File: config.mk
export PLATFORM = sky130hd
export DESIGN_NAME = serial_card_glue
export DESIGN_NICKNAME = d
export VERILOG_FILES = /design/src/pkg/serial_glue_pkg.sv /design/src/pkg/nibble_mem_if.sv /design/src/design/nibble_mem.sv /design/src/design/serial_card_glue.sv
export VERILOG_INCLUDE_DIRS = /design/src /design/src/pkg
export SDC_FILE = /design/constraint.sdc
export NUM_CORES = 2
export LEC_CHECK = 0
export ABC_CLOCK_PERIOD_IN_PS = 4400
export BUFFER_PORTS_ARGS = -buffer_cell sky130_fd_sc_hd__buf_2
export CORE_ASPECT_RATIO = 2
export CORE_UTILIZATION = 36
export CTS_CLUSTER_DIAMETER = 150
export DETAILED_ROUTE_END_ITERATION = 6
export RECOVER_POWER = 25
export SYNTH_ARGS = -nofsm -noshare
export SYNTH_HDL_FRONTEND = slang
export SYNTH_SLANG_ARGS = --single-unit
export TNS_END_PERCENT = 50
File: constraint.sdc
create_clock -name mclk -period 4.4 [get_ports mclk]
set_clock_uncertainty 0.15 [all_clocks]
set_input_delay 1.1 -clock mclk [delete_from_list [all_inputs] [get_ports mclk]]
set_output_delay 1.1 -clock mclk [all_outputs]
set_load 0.1 [all_outputs]
File: src/pkg/serial_glue_cfg.svh
// Constants for the serial card baud and slot glue logic
`ifndef SERIAL_GLUE_CFG_SVH
`define SERIAL_GLUE_CFG_SVH

// Clock rates in hertz
`define MCLK_HZ          64'd200000000
`define REF_HZ           64'd2457600
`define REF_PHASE_W      32
// Phase step per mclk cycle for a reference tick at REF_HZ
`define REF_PHASE_INC    32'((`REF_HZ << `REF_PHASE_W) / `MCLK_HZ)

// Switch codes with special sources
`define SW_9600          4'hd
`define SW_19200         4'he
`define SW_EXT           4'hf

// Full divisors of the reference, reference ticks per x16 period
`define DIV_50           12'hc00
`define DIV_75           12'h800
`define DIV_110          12'h574
`define DIV_134          12'h476
`define DIV_150          12'h400
`define DIV_300          12'h200
`define DIV_600          12'h100
`define DIV_1200         12'h080
`define DIV_1800         12'h055
`define DIV_2400         12'h040
`define DIV_3600         12'h02b
`define DIV_4800         12'h020
`define DIV_9600         12'h010

// Prescaler taps: divide by 16 and divide by 8
`define PRE_TAP_16       3
`define PRE_TAP_8        2

// Reset values
`define RST_SEL          4'h0
`define RST_BAUD_CLK     1'b0
`define RST_BUF_PWR      1'b0
`define RST_BUF_DIR      1'b0
`define RST_MEM_PWR      1'b0
`define RST_IRQ_OE_N     1'b1
`define RST_PRIO_OUT     1'b1
`define RST_DCD_N        1'b1
`define RST_NIBBLE       4'h0

`endif

File: src/pkg/serial_glue_pkg.sv
// Types shared by the serial card glue modules
package serial_glue_pkg;

    typedef enum logic [1:0] {
        SRC_DIV   = 2'b00,
        SRC_PRE16 = 2'b01,
        SRC_PRE8  = 2'b11,
        SRC_EXT   = 2'b10
    } rate_src_e;

    typedef struct packed {
        logic [31:0] phase;
        logic [3:0]  pre_cnt;
        logic [11:0] div_cnt;
        logic [3:0]  sel;
        logic        ext_q;
        logic        baud_clk;
        logic        buf_pwr;
        logic        buf_dir;
        logic        mem_pwr;
        logic        mem_we;
        logic        irq_oe_n;
        logic        prio_out;
        logic        dcd_n;
    } glue_state_s;

    typedef struct packed {
        logic [3:0] rd;
    } nibble_state_s;

endpackage
File: src/pkg/nibble_mem_if.sv
// Carrier between the glue top and one nibble-wide program memory
`timescale 1ns/1ps
interface nibble_mem_if;
    logic       en;
    logic       we;
    logic [7:0] addr;
    logic [3:0] wd;
    logic [3:0] rd;

    modport host
    (
        output en,
        output we,
        output addr,
        output wd,
        input  rd
    );

    modport store
    (
        input  en,
        input  we,
        input  addr,
        input  wd,
        output rd
    );
endinterface

File: src/design/nibble_mem.sv
// One 256 x 4 program memory with registered read data
`timescale 1ns/1ps
`include "serial_glue_cfg.svh"
module nibble_mem
(
    input  wire logic   mclk,
    input  wire logic   rst_n,
    nibble_mem_if.store bus
);
    logic [3:0]                    mem [0:255];
    serial_glue_pkg::nibble_state_s cur_reg;
    serial_glue_pkg::nibble_state_s cur_next;

    always_comb
    begin
        cur_next = cur_reg;
        if (bus.en && !bus.we)
        begin
            cur_next.rd = mem[bus.addr];
        end
    end

    // Array has no reset; contents are undefined until written
    always_ff @(posedge mclk)
    begin
        if (bus.en && bus.we)
        begin
            mem[bus.addr] <= bus.wd;
        end
    end

    always_ff @(posedge mclk or negedge rst_n)
    begin
        if (!rst_n)
        begin
            cur_reg.rd <= `RST_NIBBLE;
        end
        else
        begin
            cur_reg <= cur_next;
        end
    end

    assign bus.rd = cur_reg.rd;
endmodule

File: src/design/serial_card_glue.sv
// Baud clock generator, slot buffer control and interrupt chain link
`timescale 1ns/1ps
`include "serial_glue_cfg.svh"
// Overview of operation
// - Every internal baud clock divides the 2.4576 MHz reference.
// - Four switch bits give sixteen codes choosing the divisor.
// - Chosen x16 clock drives adapter transmit and receive clocks.
// - Divider alone gives twelve standard rates, 50 to 4800 baud.
// - Two codes both select 2400 baud, filling thirteen codes.
// - Reference prescaled by sixteen gives the 9600 baud x16 clock.
// - One code takes the divide-by-eight tap for 19200 baud.
// - Last code routes the connector clock, up to 50000 baud.
// - Data buffer powered only while the I/O strobe is low.
// - Buffer drives toward host on reads, toward adapter on writes.
// - Priority in high and adapter request low pull host interrupt low.
// - While forwarding, outgoing priority is driven low.
// - Adapter withdrawal releases host interrupt, priority out follows priority in.
// - 256 bytes from two nibble memories, enabled by program strobe.
// - Program memories powered during their select strobe, and always while strapped writable.
// - Writable strap keeps memory powered and passes read/write to it.
// - Terminal-ready low stops adapter transmission, high resumes it.
module serial_card_glue
(
    input  wire logic        mclk,
    input  wire logic        rst_n,
    input  wire logic [3:0]  rate_switch,
    input  wire logic        ext_baud_clk,
    output logic             adapter_tx_clk,
    output logic             adapter_rx_clk,
    input  wire logic        io_strobe_n,
    input  wire logic        rw_n,
    output logic             buf_power_en,
    output logic             buf_dir_to_host,
    input  wire logic        prog_sel_n,
    input  wire logic        ram_strap,
    input  wire logic [7:0]  prog_addr,
    input  wire logic [7:0]  prog_wdata,
    output logic [7:0]       prog_rdata,
    output logic             mem_power_en,
    output logic             mem_write_en,
    input  wire logic        adapter_irq_n,
    input  wire logic        prio_in,
    output logic             prio_out,
    input  wire logic        host_irq_in,
    output logic             host_irq_out,
    output logic             host_irq_oe_n,
    input  wire logic        term_ready,
    output logic             carrier_gate_input_n
);
    serial_glue_pkg::glue_state_s cur_reg;
    serial_glue_pkg::glue_state_s cur_next;
    logic                         out_low_reg;

    nibble_mem_if mem_lo ();
    nibble_mem_if mem_hi ();

    // Switch code to source; fixed table
    function automatic serial_glue_pkg::rate_src_e src_of
    (
        input logic [3:0] code
    );
        serial_glue_pkg::rate_src_e s;
        s = serial_glue_pkg::SRC_DIV;
        if (code == `SW_EXT)
        begin
            s = serial_glue_pkg::SRC_EXT;
        end
        else if (code == `SW_19200)
        begin
            s = serial_glue_pkg::SRC_PRE8;
        end
        else if (code == `SW_9600)
        begin
            s = serial_glue_pkg::SRC_PRE16;
        end
        return s;
    endfunction

    // Switch code to full reference divisor
    function automatic logic [11:0] div_of
    (
        input logic [3:0] code
    );
        logic [11:0] d;
        d = `DIV_9600;
        unique case (code)
            4'h0: d = `DIV_50;
            4'h1: d = `DIV_75;
            4'h2: d = `DIV_110;
            4'h3: d = `DIV_134;
            4'h4: d = `DIV_150;
            4'h5: d = `DIV_300;
            4'h6: d = `DIV_600;
            4'h7: d = `DIV_1200;
            4'h8: d = `DIV_1800;
            4'h9: d = `DIV_2400;
            4'ha: d = `DIV_2400;
            4'hb: d = `DIV_3600;
            4'hc: d = `DIV_4800;
            4'hd: d = `DIV_9600;
            4'he: d = `DIV_9600;
            4'hf: d = `DIV_9600;
        endcase
        return d;
    endfunction

    always_comb
    begin
        logic [32:0]                acc;
        logic                       ref_tick;
        logic                       sel_changed;
        logic [11:0]                div;
        logic [11:0]                half;
        logic                       irq_fwd;
        serial_glue_pkg::rate_src_e src;

        acc         = 33'h000000000;
        ref_tick    = 1'b0;
        sel_changed = 1'b0;
        div         = 12'h000;
        half        = 12'h000;
        irq_fwd     = 1'b0;
        src         = serial_glue_pkg::SRC_DIV;
        cur_next    = cur_reg;

        // Fractional step keeps the long-run reference rate within 3 ppb of REF_HZ
        acc = {1'b0, cur_reg.phase} + {1'b0, `REF_PHASE_INC};
        cur_next.phase = acc[31:0];
        ref_tick       = acc[32];

        cur_next.sel = rate_switch;
        sel_changed  = (rate_switch != cur_reg.sel);
        src          = src_of(cur_reg.sel);
        div          = div_of(cur_reg.sel);
        half         = div >> 1;

        if (ref_tick)
        begin
            cur_next.pre_cnt = cur_reg.pre_cnt + 4'h1;
        end

        // Restart on a switch change to avoid a runt period
        if (sel_changed)
        begin
            cur_next.div_cnt = 12'h000;
        end
        else if (ref_tick)
        begin
            if (cur_reg.div_cnt >= div - 12'h001)
            begin
                cur_next.div_cnt = 12'h000;
            end
            else
            begin
                cur_next.div_cnt = cur_reg.div_cnt + 12'h001;
            end
        end

        cur_next.ext_q = ext_baud_clk;

        unique case (src)
            serial_glue_pkg::SRC_DIV:
                cur_next.baud_clk = (cur_reg.div_cnt < half);
            serial_glue_pkg::SRC_PRE16:
                cur_next.baud_clk = cur_reg.pre_cnt[`PRE_TAP_16];
            serial_glue_pkg::SRC_PRE8:
                cur_next.baud_clk = cur_reg.pre_cnt[`PRE_TAP_8];
            serial_glue_pkg::SRC_EXT:
                cur_next.baud_clk = cur_reg.ext_q;
        endcase

        // Slot data buffer
        cur_next.buf_pwr = !io_strobe_n;
        cur_next.buf_dir = rw_n;

        // Program memory power and write pass-through
        cur_next.mem_pwr = ram_strap || !prog_sel_n;
        cur_next.mem_we  = ram_strap && !rw_n;

        // Daisy chain link
        irq_fwd           = prio_in && !adapter_irq_n;
        cur_next.irq_oe_n = !irq_fwd;
        cur_next.prio_out = prio_in && adapter_irq_n;

        // Terminal ready gates the adapter through its carrier input
        cur_next.dcd_n = !term_ready;
    end

    always_ff @(posedge mclk or negedge rst_n)
    begin
        if (!rst_n)
        begin
            cur_reg.phase    <= 32'h00000000;
            cur_reg.pre_cnt  <= 4'h0;
            cur_reg.div_cnt  <= 12'h000;
            cur_reg.sel      <= `RST_SEL;
            cur_reg.ext_q    <= 1'b0;
            cur_reg.baud_clk <= `RST_BAUD_CLK;
            cur_reg.buf_pwr  <= `RST_BUF_PWR;
            cur_reg.buf_dir  <= `RST_BUF_DIR;
            cur_reg.mem_pwr  <= `RST_MEM_PWR;
            cur_reg.mem_we   <= 1'b0;
            cur_reg.irq_oe_n <= `RST_IRQ_OE_N;
            cur_reg.prio_out <= `RST_PRIO_OUT;
            cur_reg.dcd_n    <= `RST_DCD_N;
        end
        else
        begin
            cur_reg <= cur_next;
        end
    end

    // Open-drain line only ever pulls low
    always_ff @(posedge mclk or negedge rst_n)
    begin
        if (!rst_n)
        begin
            out_low_reg <= 1'b0;
        end
        else
        begin
            out_low_reg <= 1'b0;
        end
    end

    // Memory select; host keeps strobes to one transfer each
    assign mem_lo.en   = !prog_sel_n;
    assign mem_lo.we   = ram_strap && !rw_n;
    assign mem_lo.addr = prog_addr;
    assign mem_lo.wd   = prog_wdata[3:0];
    assign mem_hi.en   = !prog_sel_n;
    assign mem_hi.we   = ram_strap && !rw_n;
    assign mem_hi.addr = prog_addr;
    assign mem_hi.wd   = prog_wdata[7:4];

    nibble_mem u_mem_lo
    (
        .mclk  (mclk),
        .rst_n (rst_n),
        .bus   (mem_lo.store)
    );

    nibble_mem u_mem_hi
    (
        .mclk  (mclk),
        .rst_n (rst_n),
        .bus   (mem_hi.store)
    );

    assign adapter_tx_clk       = cur_reg.baud_clk;
    assign adapter_rx_clk       = cur_reg.baud_clk;
    assign buf_power_en         = cur_reg.buf_pwr;
    assign buf_dir_to_host      = cur_reg.buf_dir;
    assign prog_rdata           = {mem_hi.rd, mem_lo.rd};
    assign mem_power_en         = cur_reg.mem_pwr;
    assign mem_write_en         = cur_reg.mem_we;
    assign prio_out             = cur_reg.prio_out;
    assign host_irq_out         = out_low_reg;
    assign host_irq_oe_n        = cur_reg.irq_oe_n;
    assign carrier_gate_input_n = cur_reg.dcd_n;
endmodule

---- After elaboration in Yosys (flattened, before gate mapping) ----
Memory sizes are Yosys's and may differ from the RTL's. A register that Yosys moved wholly into a read port is not among the register bits.
Index checks and enable logic that the tools add are counted.
operators by class
  muxes and demuxes ....................... 9
  reduce and logical (&&, ||, !) cells .... 17
  order comparisons ....................... 2
  add/sub/neg operators ................... 4
  equality and inequality tests ........... 7
operators by type and width
  cell                      count
  $mux W12                  3
  $add A32 B26 Y33 const B  1
  $add A12 B1 Y12 const B   1
  $eq A4 B4 Y1 const B      3
  $ge A12 B12 Y1            1
  $lt A12 B11 Y1            1
  $sub A12 B1 Y12 const B   1
  $logic_not A1 Y1          9
  $logic_and A1 B1 Y1       5
  $add A4 B1 Y4 const B     1
  $eq A2 B2 Y1 const B      2
  $mux W2                   2
  $ne A4 B4 Y1              1
  $pmux W1 S4               1
  $mux W1                   3
  $eq A2 B1 Y1 const B      1
  $logic_not A2 Y1          1
  $reduce_bool A2 Y1        1
  $logic_or A1 B1 Y1        1
word-level totals
  memories ................................ 3
  ROM bits ................................ 192
  output and inout bits ................... 18
  bits in registers ....................... 61
  memory bits (writable) .................. 2,048
  input bits .............................. 31
memories
  memory           depth  bits a word  rd ports  clocked after memory_dff  write ports  line                    source
  u_mem_hi.mem     256    4            1         1                         1            nibble_mem.sv:10        logic [3:0] mem [0:255];
  u_mem_lo.mem     256    4            1         1                         1            nibble_mem.sv:10
  (no name shown)  16     12           1         0                         0            serial_card_glue.sv:86  unique case (code)

---- Depth between registers and ports, before layout ----
  depth after elaboration ................. 6
  gate-level depth with buffers ........... 19
  gate-level depth less buffers ........... 18

---- Cells and area by module ----
Synthesis repeated with hierarchy kept, for this count alone.
unflattened totals
  cells, all modules ...................... 4,448
  area total of the unflattened synthesis .. 85,558.3 sq um
by module, submodules not included
  module            instances  cells each  area an instance (sq um)  sequential area each (sq um)
  nibble_mem        2          2,023       40,875.5                  30,849.6
  serial_card_glue  1          402         3,807.4                   1,505.2

---- Worst setup path after synthesis ----
No wires, ideal clock.
  path type ............................... input -> register
  start ................................... in prog_addr[0]
  end ..................................... mem u_mem_hi.mem[63][0], enable pin
  arrival ................................. 3.203 ns
  stages .................................. 10
  required time ........................... 3.880 ns
  setup slack ............................. 0.677 ns
  cell sequence ........................... buf_6 buf_6 buf_4 buf_4 buf_4 buf_2 buf_2 nand3_1 clkbuf_1 nor2_1
RTL lines
  what                line                    source
  start: declaration  serial_card_glue.sv:36  input wire logic [7:0] prog_addr,
  end: declaration    nibble_mem.sv:10
No word-level cell before the write port.

---- Worst setup path after layout ----
  start ................................... reg cur_reg[9] (netlist name)
  end ..................................... reg cur_reg[22] (netlist name)
on the way
  word-level cells in the longest chain between the ends .. 6
  elaborated cells between the ends (all ways) .. 8
  classes of those cells .................. add/sub: 1; order compare: 1; eq/ne: 1; mux: 3; reduce/logical: 1; memory: 1
ends and longest elaborated chain
  what                      line                     source
  start: declaration        serial_card_glue.sv:50   serial_glue_pkg::glue_state_s cur_reg;
  start signal: assignment  serial_card_glue.sv:209  cur_reg <= cur_next;
  $mem_v2 Z16 W12           --
  $sub A12 B1 Y12           serial_card_glue.sv:149  if (cur_reg.div_cnt >= div - 12'h001)
  $ge A12 B12 Y1            serial_card_glue.sv:149
  $mux W12                  serial_card_glue.sv:149
  $mux W12                  serial_card_glue.sv:147  else if (ref_tick)
  $mux W12                  serial_card_glue.sv:143  if (sel_changed)
Several ways; a longest one is shown, not always the timed one. The select of a mux whose other input is x is not followed.
A chain may end at the register's enable or synchronous reset.

==> results.sh <==
export IMPL_place_port_buffers=46
export IMPL_cts_resized=0
export IMPL_synthMuxAreaShare_pct=14.6
export IMPL_ios=49
export IMPL_reg2reg_slack_ps=400
export IMPL_ys_types=70
export IMPL_die_area_um2=232000
export IMPL_synth_simple_area_share_pct=3.22
export IMPL_cts_root_buffer="clkbuf_16"
export IMPL_internal_power_uw=31700
export IMPL_peakVddDrop_mv=0.326
export IMPL_rsz0062_at_grt="no"
export IMPL_seq_area_um2=63200
export IMPL_post_route_util_pct=42.2
export IMPL_yosysMostFrequentCell="edfxtp_1"
export IMPL_p_clk_share_pct=39.5
export IMPL_hp_class="input port to flop"
export IMPL_setup_viol=0
export IMPL_cts_buffer_depth=4
export IMPL_yosysTopAreaCellShare_pct=74.2
export IMPL_topRoutingLayerUsed="met5"
export IMPL_grt_ovfl_total=0
export IMPL_via_count=42300
export IMPL_drv_cap=10
export IMPL_violations="max-capacitance violations, max-slew violations"
export IMPL_drive_above_1_share_pct=28.3
export IMPL_drt_pass1_iter_count=7
export IMPL_cp_depth=17
export IMPL_yosys_warnings=0
export IMPL_fin_crit_sh_pct=90.9
export IMPL_multiInputGateArea_um2=18600
export IMPL_ys_seq_area_share_pct=76.2
export IMPL_ys_async_sr_fraction_pct=3.21
export IMPL_cpMostUsedCell="ha_1"
export IMPL_synth_edf_count=2048
export IMPL_grt_pass1_wl_mm=325
export IMPL_syn_area_um2=82900
export IMPL_report_final_slew_viol_count=792
export IMPL_dpl_hpwl_mm=156
export IMPL_yosys_register_bits=2116
export IMPL_core_um2=228000
export IMPL_hold_depth=1
export IMPL_start_kind="flop"
export IMPL_total_power_uw=40700
export IMPL_clk_latency_ps=880
export IMPL_ant_nets=0
export IMPL_grt_max_degree=136
export IMPL_fin_tns_setup_ps=0
export IMPL_combPwrFrac_pct=6.1
export IMPL_crit_buf_inv=2
export IMPL_place_area_um2=90700
export IMPL_cts_num_sinks=2116
export IMPL_grtUsageTotal_pct=19.7
export IMPL_ctsHoldBuffers=0
export IMPL_stdcell_count=7782
export IMPL_path_clk_slew_ps=70
export IMPL_post_route_drc_count=0
export IMPL_synth_fa_ha_area_share_pct=0.498
export IMPL_first_iter_violations=3396
export IMPL_met2WireLength_mm=126
export IMPL_min_period_ps=4000
export IMPL_place_congestion=0.896
export IMPL_ff2ff_path_depth=17
export IMPL_cts_tree="yes"
export IMPL_syn_nets=4153
export IMPL_synth_area_leader_cell="edfxtp_1"
export IMPL_r2r_end="cur_reg[22]"
export IMPL_final_nets=4706
export IMPL_critPathCaptureType="flop"
export IMPL_fmax_mhz=250
export IMPL_syn_instance_count=4089
export IMPL_p_leak_uw=0.0310
export IMPL_synth_xor_area_share_pct=0.423
export IMPL_post_cts_setup_buffers=0
export IMPL_cpPeakStageDelay_ps=440
export IMPL_dp_cells=7450
export IMPL_htree_levels=4
export IMPL_areaGrowthSynthToFinish_pct=16.3
export IMPL_crit_family="simple AND/OR/NAND/NOR gates"
export IMPL_crit_slowest_cell="dfrtp_1"
export IMPL_status="finished with violations"
export IMPL_die_x_um=341
export IMPL_antenna_found_initial=5
export IMPL_seq_power_share_pct=54.4
export IMPL_worstPathMaxFanout=6
export IMPL_p_sw_uw=8970
export IMPL_wl_per_cell_um=29.4
export IMPL_crit_type="flop to flop"
export IMPL_synth_compound_area_share_pct=3.55
export IMPL_worstPathArrival_ps=4570
export IMPL_hp_start="rw_n"
export IMPL_yosys_top_cells_area="edfxtp_1 (74%), mux4_2 (13%), dfrtp_1 (2.0%), mux2i_1 (1.5%), nor2_1 (1.4%)"
export IMPL_p_per_area_nw_per_um2=422
export IMPL_worst_pin_slew_ps=3660
export IMPL_synth_commonest_cells="edfxtp_1 (2048), mux4_2 (479), nor2_1 (313)"
export IMPL_grt_pass1_vias=44600
export IMPL_initial_core_util_pct=36.3
export IMPL_rows=248
export IMPL_yosys_most_used_dff="edfxtp_1"
export IMPL_drt_met1_wl_mm=74.7
export IMPL_nFillCells=20000
export IMPL_crit_chain="inv_1, ha_1, nand2b_1, ha_1, nand3_1, nor3_2, nand3_1, xnor2_1, ha_1, a21o_1, a21oi_1, nor4bb_1, o21ai_0, buf_4, nand2_1, nand3b_1, a31oi_1"
export IMPL_switching_share_pct=22.0
export IMPL_rr_startpoint="cur_reg[9]"
export IMPL_wl_mm=229
export IMPL_met3WireLength_mm=9.67
export IMPL_fin_area_um2=96400
export IMPL_worstHoldEndpoint="buf_dir_to_host"
export IMPL_cts_buffers=190
export IMPL_viasPerCell=5.43
export IMPL_finalHoldViolations=0
export IMPL_syn_area_per_cell_um2=20.3
export IMPL_max_slew_margin_pct=-144
export IMPL_synth_top_family_by_area="multiplexers"
export IMPL_die_y_um=681
export IMPL_cp_required_ps=4970
## routing by layer
metal  vias to the layer above  GRT usage, %
met5                         -             0
met4                         4          13.7
met3                       538          2.48
met2                      1281          37.0
met1                     22500          19.9
li1                      18000             -
## worst max path at each step
stage                       from             endpoint  slack [ps]
floorplan           prog_addr[0]  u_mem_hi.mem[63][0]         680
global placement    prog_addr[0]   u_mem_hi.bus.rd[3]         -90
detailed placement  prog_addr[0]   u_mem_hi.bus.rd[3]        -100
CTS                   cur_reg[9]          cur_reg[22]         270
global route          cur_reg[9]          cur_reg[22]          30
finish                cur_reg[9]          cur_reg[22]         400
## metrics by stage
| step | worst slack, ps | hold slack, ps |
|---|---|---|
| 2_1_floorplan | 677 | 288 |
| 3_3_place_gp | -90.8 | 300 |
| 3_5_place_dp | -98.2 | 307 |
| 4_1_cts | 271 | 176 |
| 5_1_grt | 33.1 | 221 |
| 6_report | 402 | 226 |
## power by group through the flow
stage          sequential [uW]  clock, uW  combinational, uW
4_1_cts                  22100      16300               2520
6_report                 22100      16100               2470
3_5_place_dp             22600          0               2510
3_3_place_gp             22600          0               2470
2_1_floorplan            22700          0               1090
5_1_grt                  22100      17000               2580
## cell usage in the layout (no fill, tap or decap), types with 13 or more instances in the layout
cell type and count:
clkinv_1 42, ha_1 33, nand2_1 139, nand4_1 16
buf_4 492, a22oi_1 50, clkbuf_1 41, clkinv_2 30
xnor2_1 27, a21oi_1 61, nor2b_1 21, o22ai_1 28
mux2i_1 125, xor2_1 13, dfrtp_1 65, clkinvlp_4 14
a221oi_1 56, clkbuf_16 193, mux4_2 479, buf_12 53
o21ai_0 70, buf_2 28, nor2_1 309, a31oi_1 18
a22o_1 51, nand3_1 58, nand2b_1 18, edfxtp_1 2048
inv_1 16, a211oi_1 20
## final cells by class
class	instances	share of cell area, %
multi-input cells	1720	19.2
clock inverters	109	0.930
repair buffers	596	5.21
clock buffers	222	5.12
flip-flops and latches	2116	65.5
inverters	18	0.0701
diodes	1	0.00259
well taps	3000	3.89
## cells by family after synthesis
logic type | count (synthesis)
adder cells (fa/ha/maj) | 33
buffers and inverters | 253
flip-flops | 2116
AO/OA/AOI/OAI | 418
other | 1
AND/OR/NAND/NOR | 617
XOR/XNOR | 40
multiplexers | 611
(Power assumes the default switching activity.)
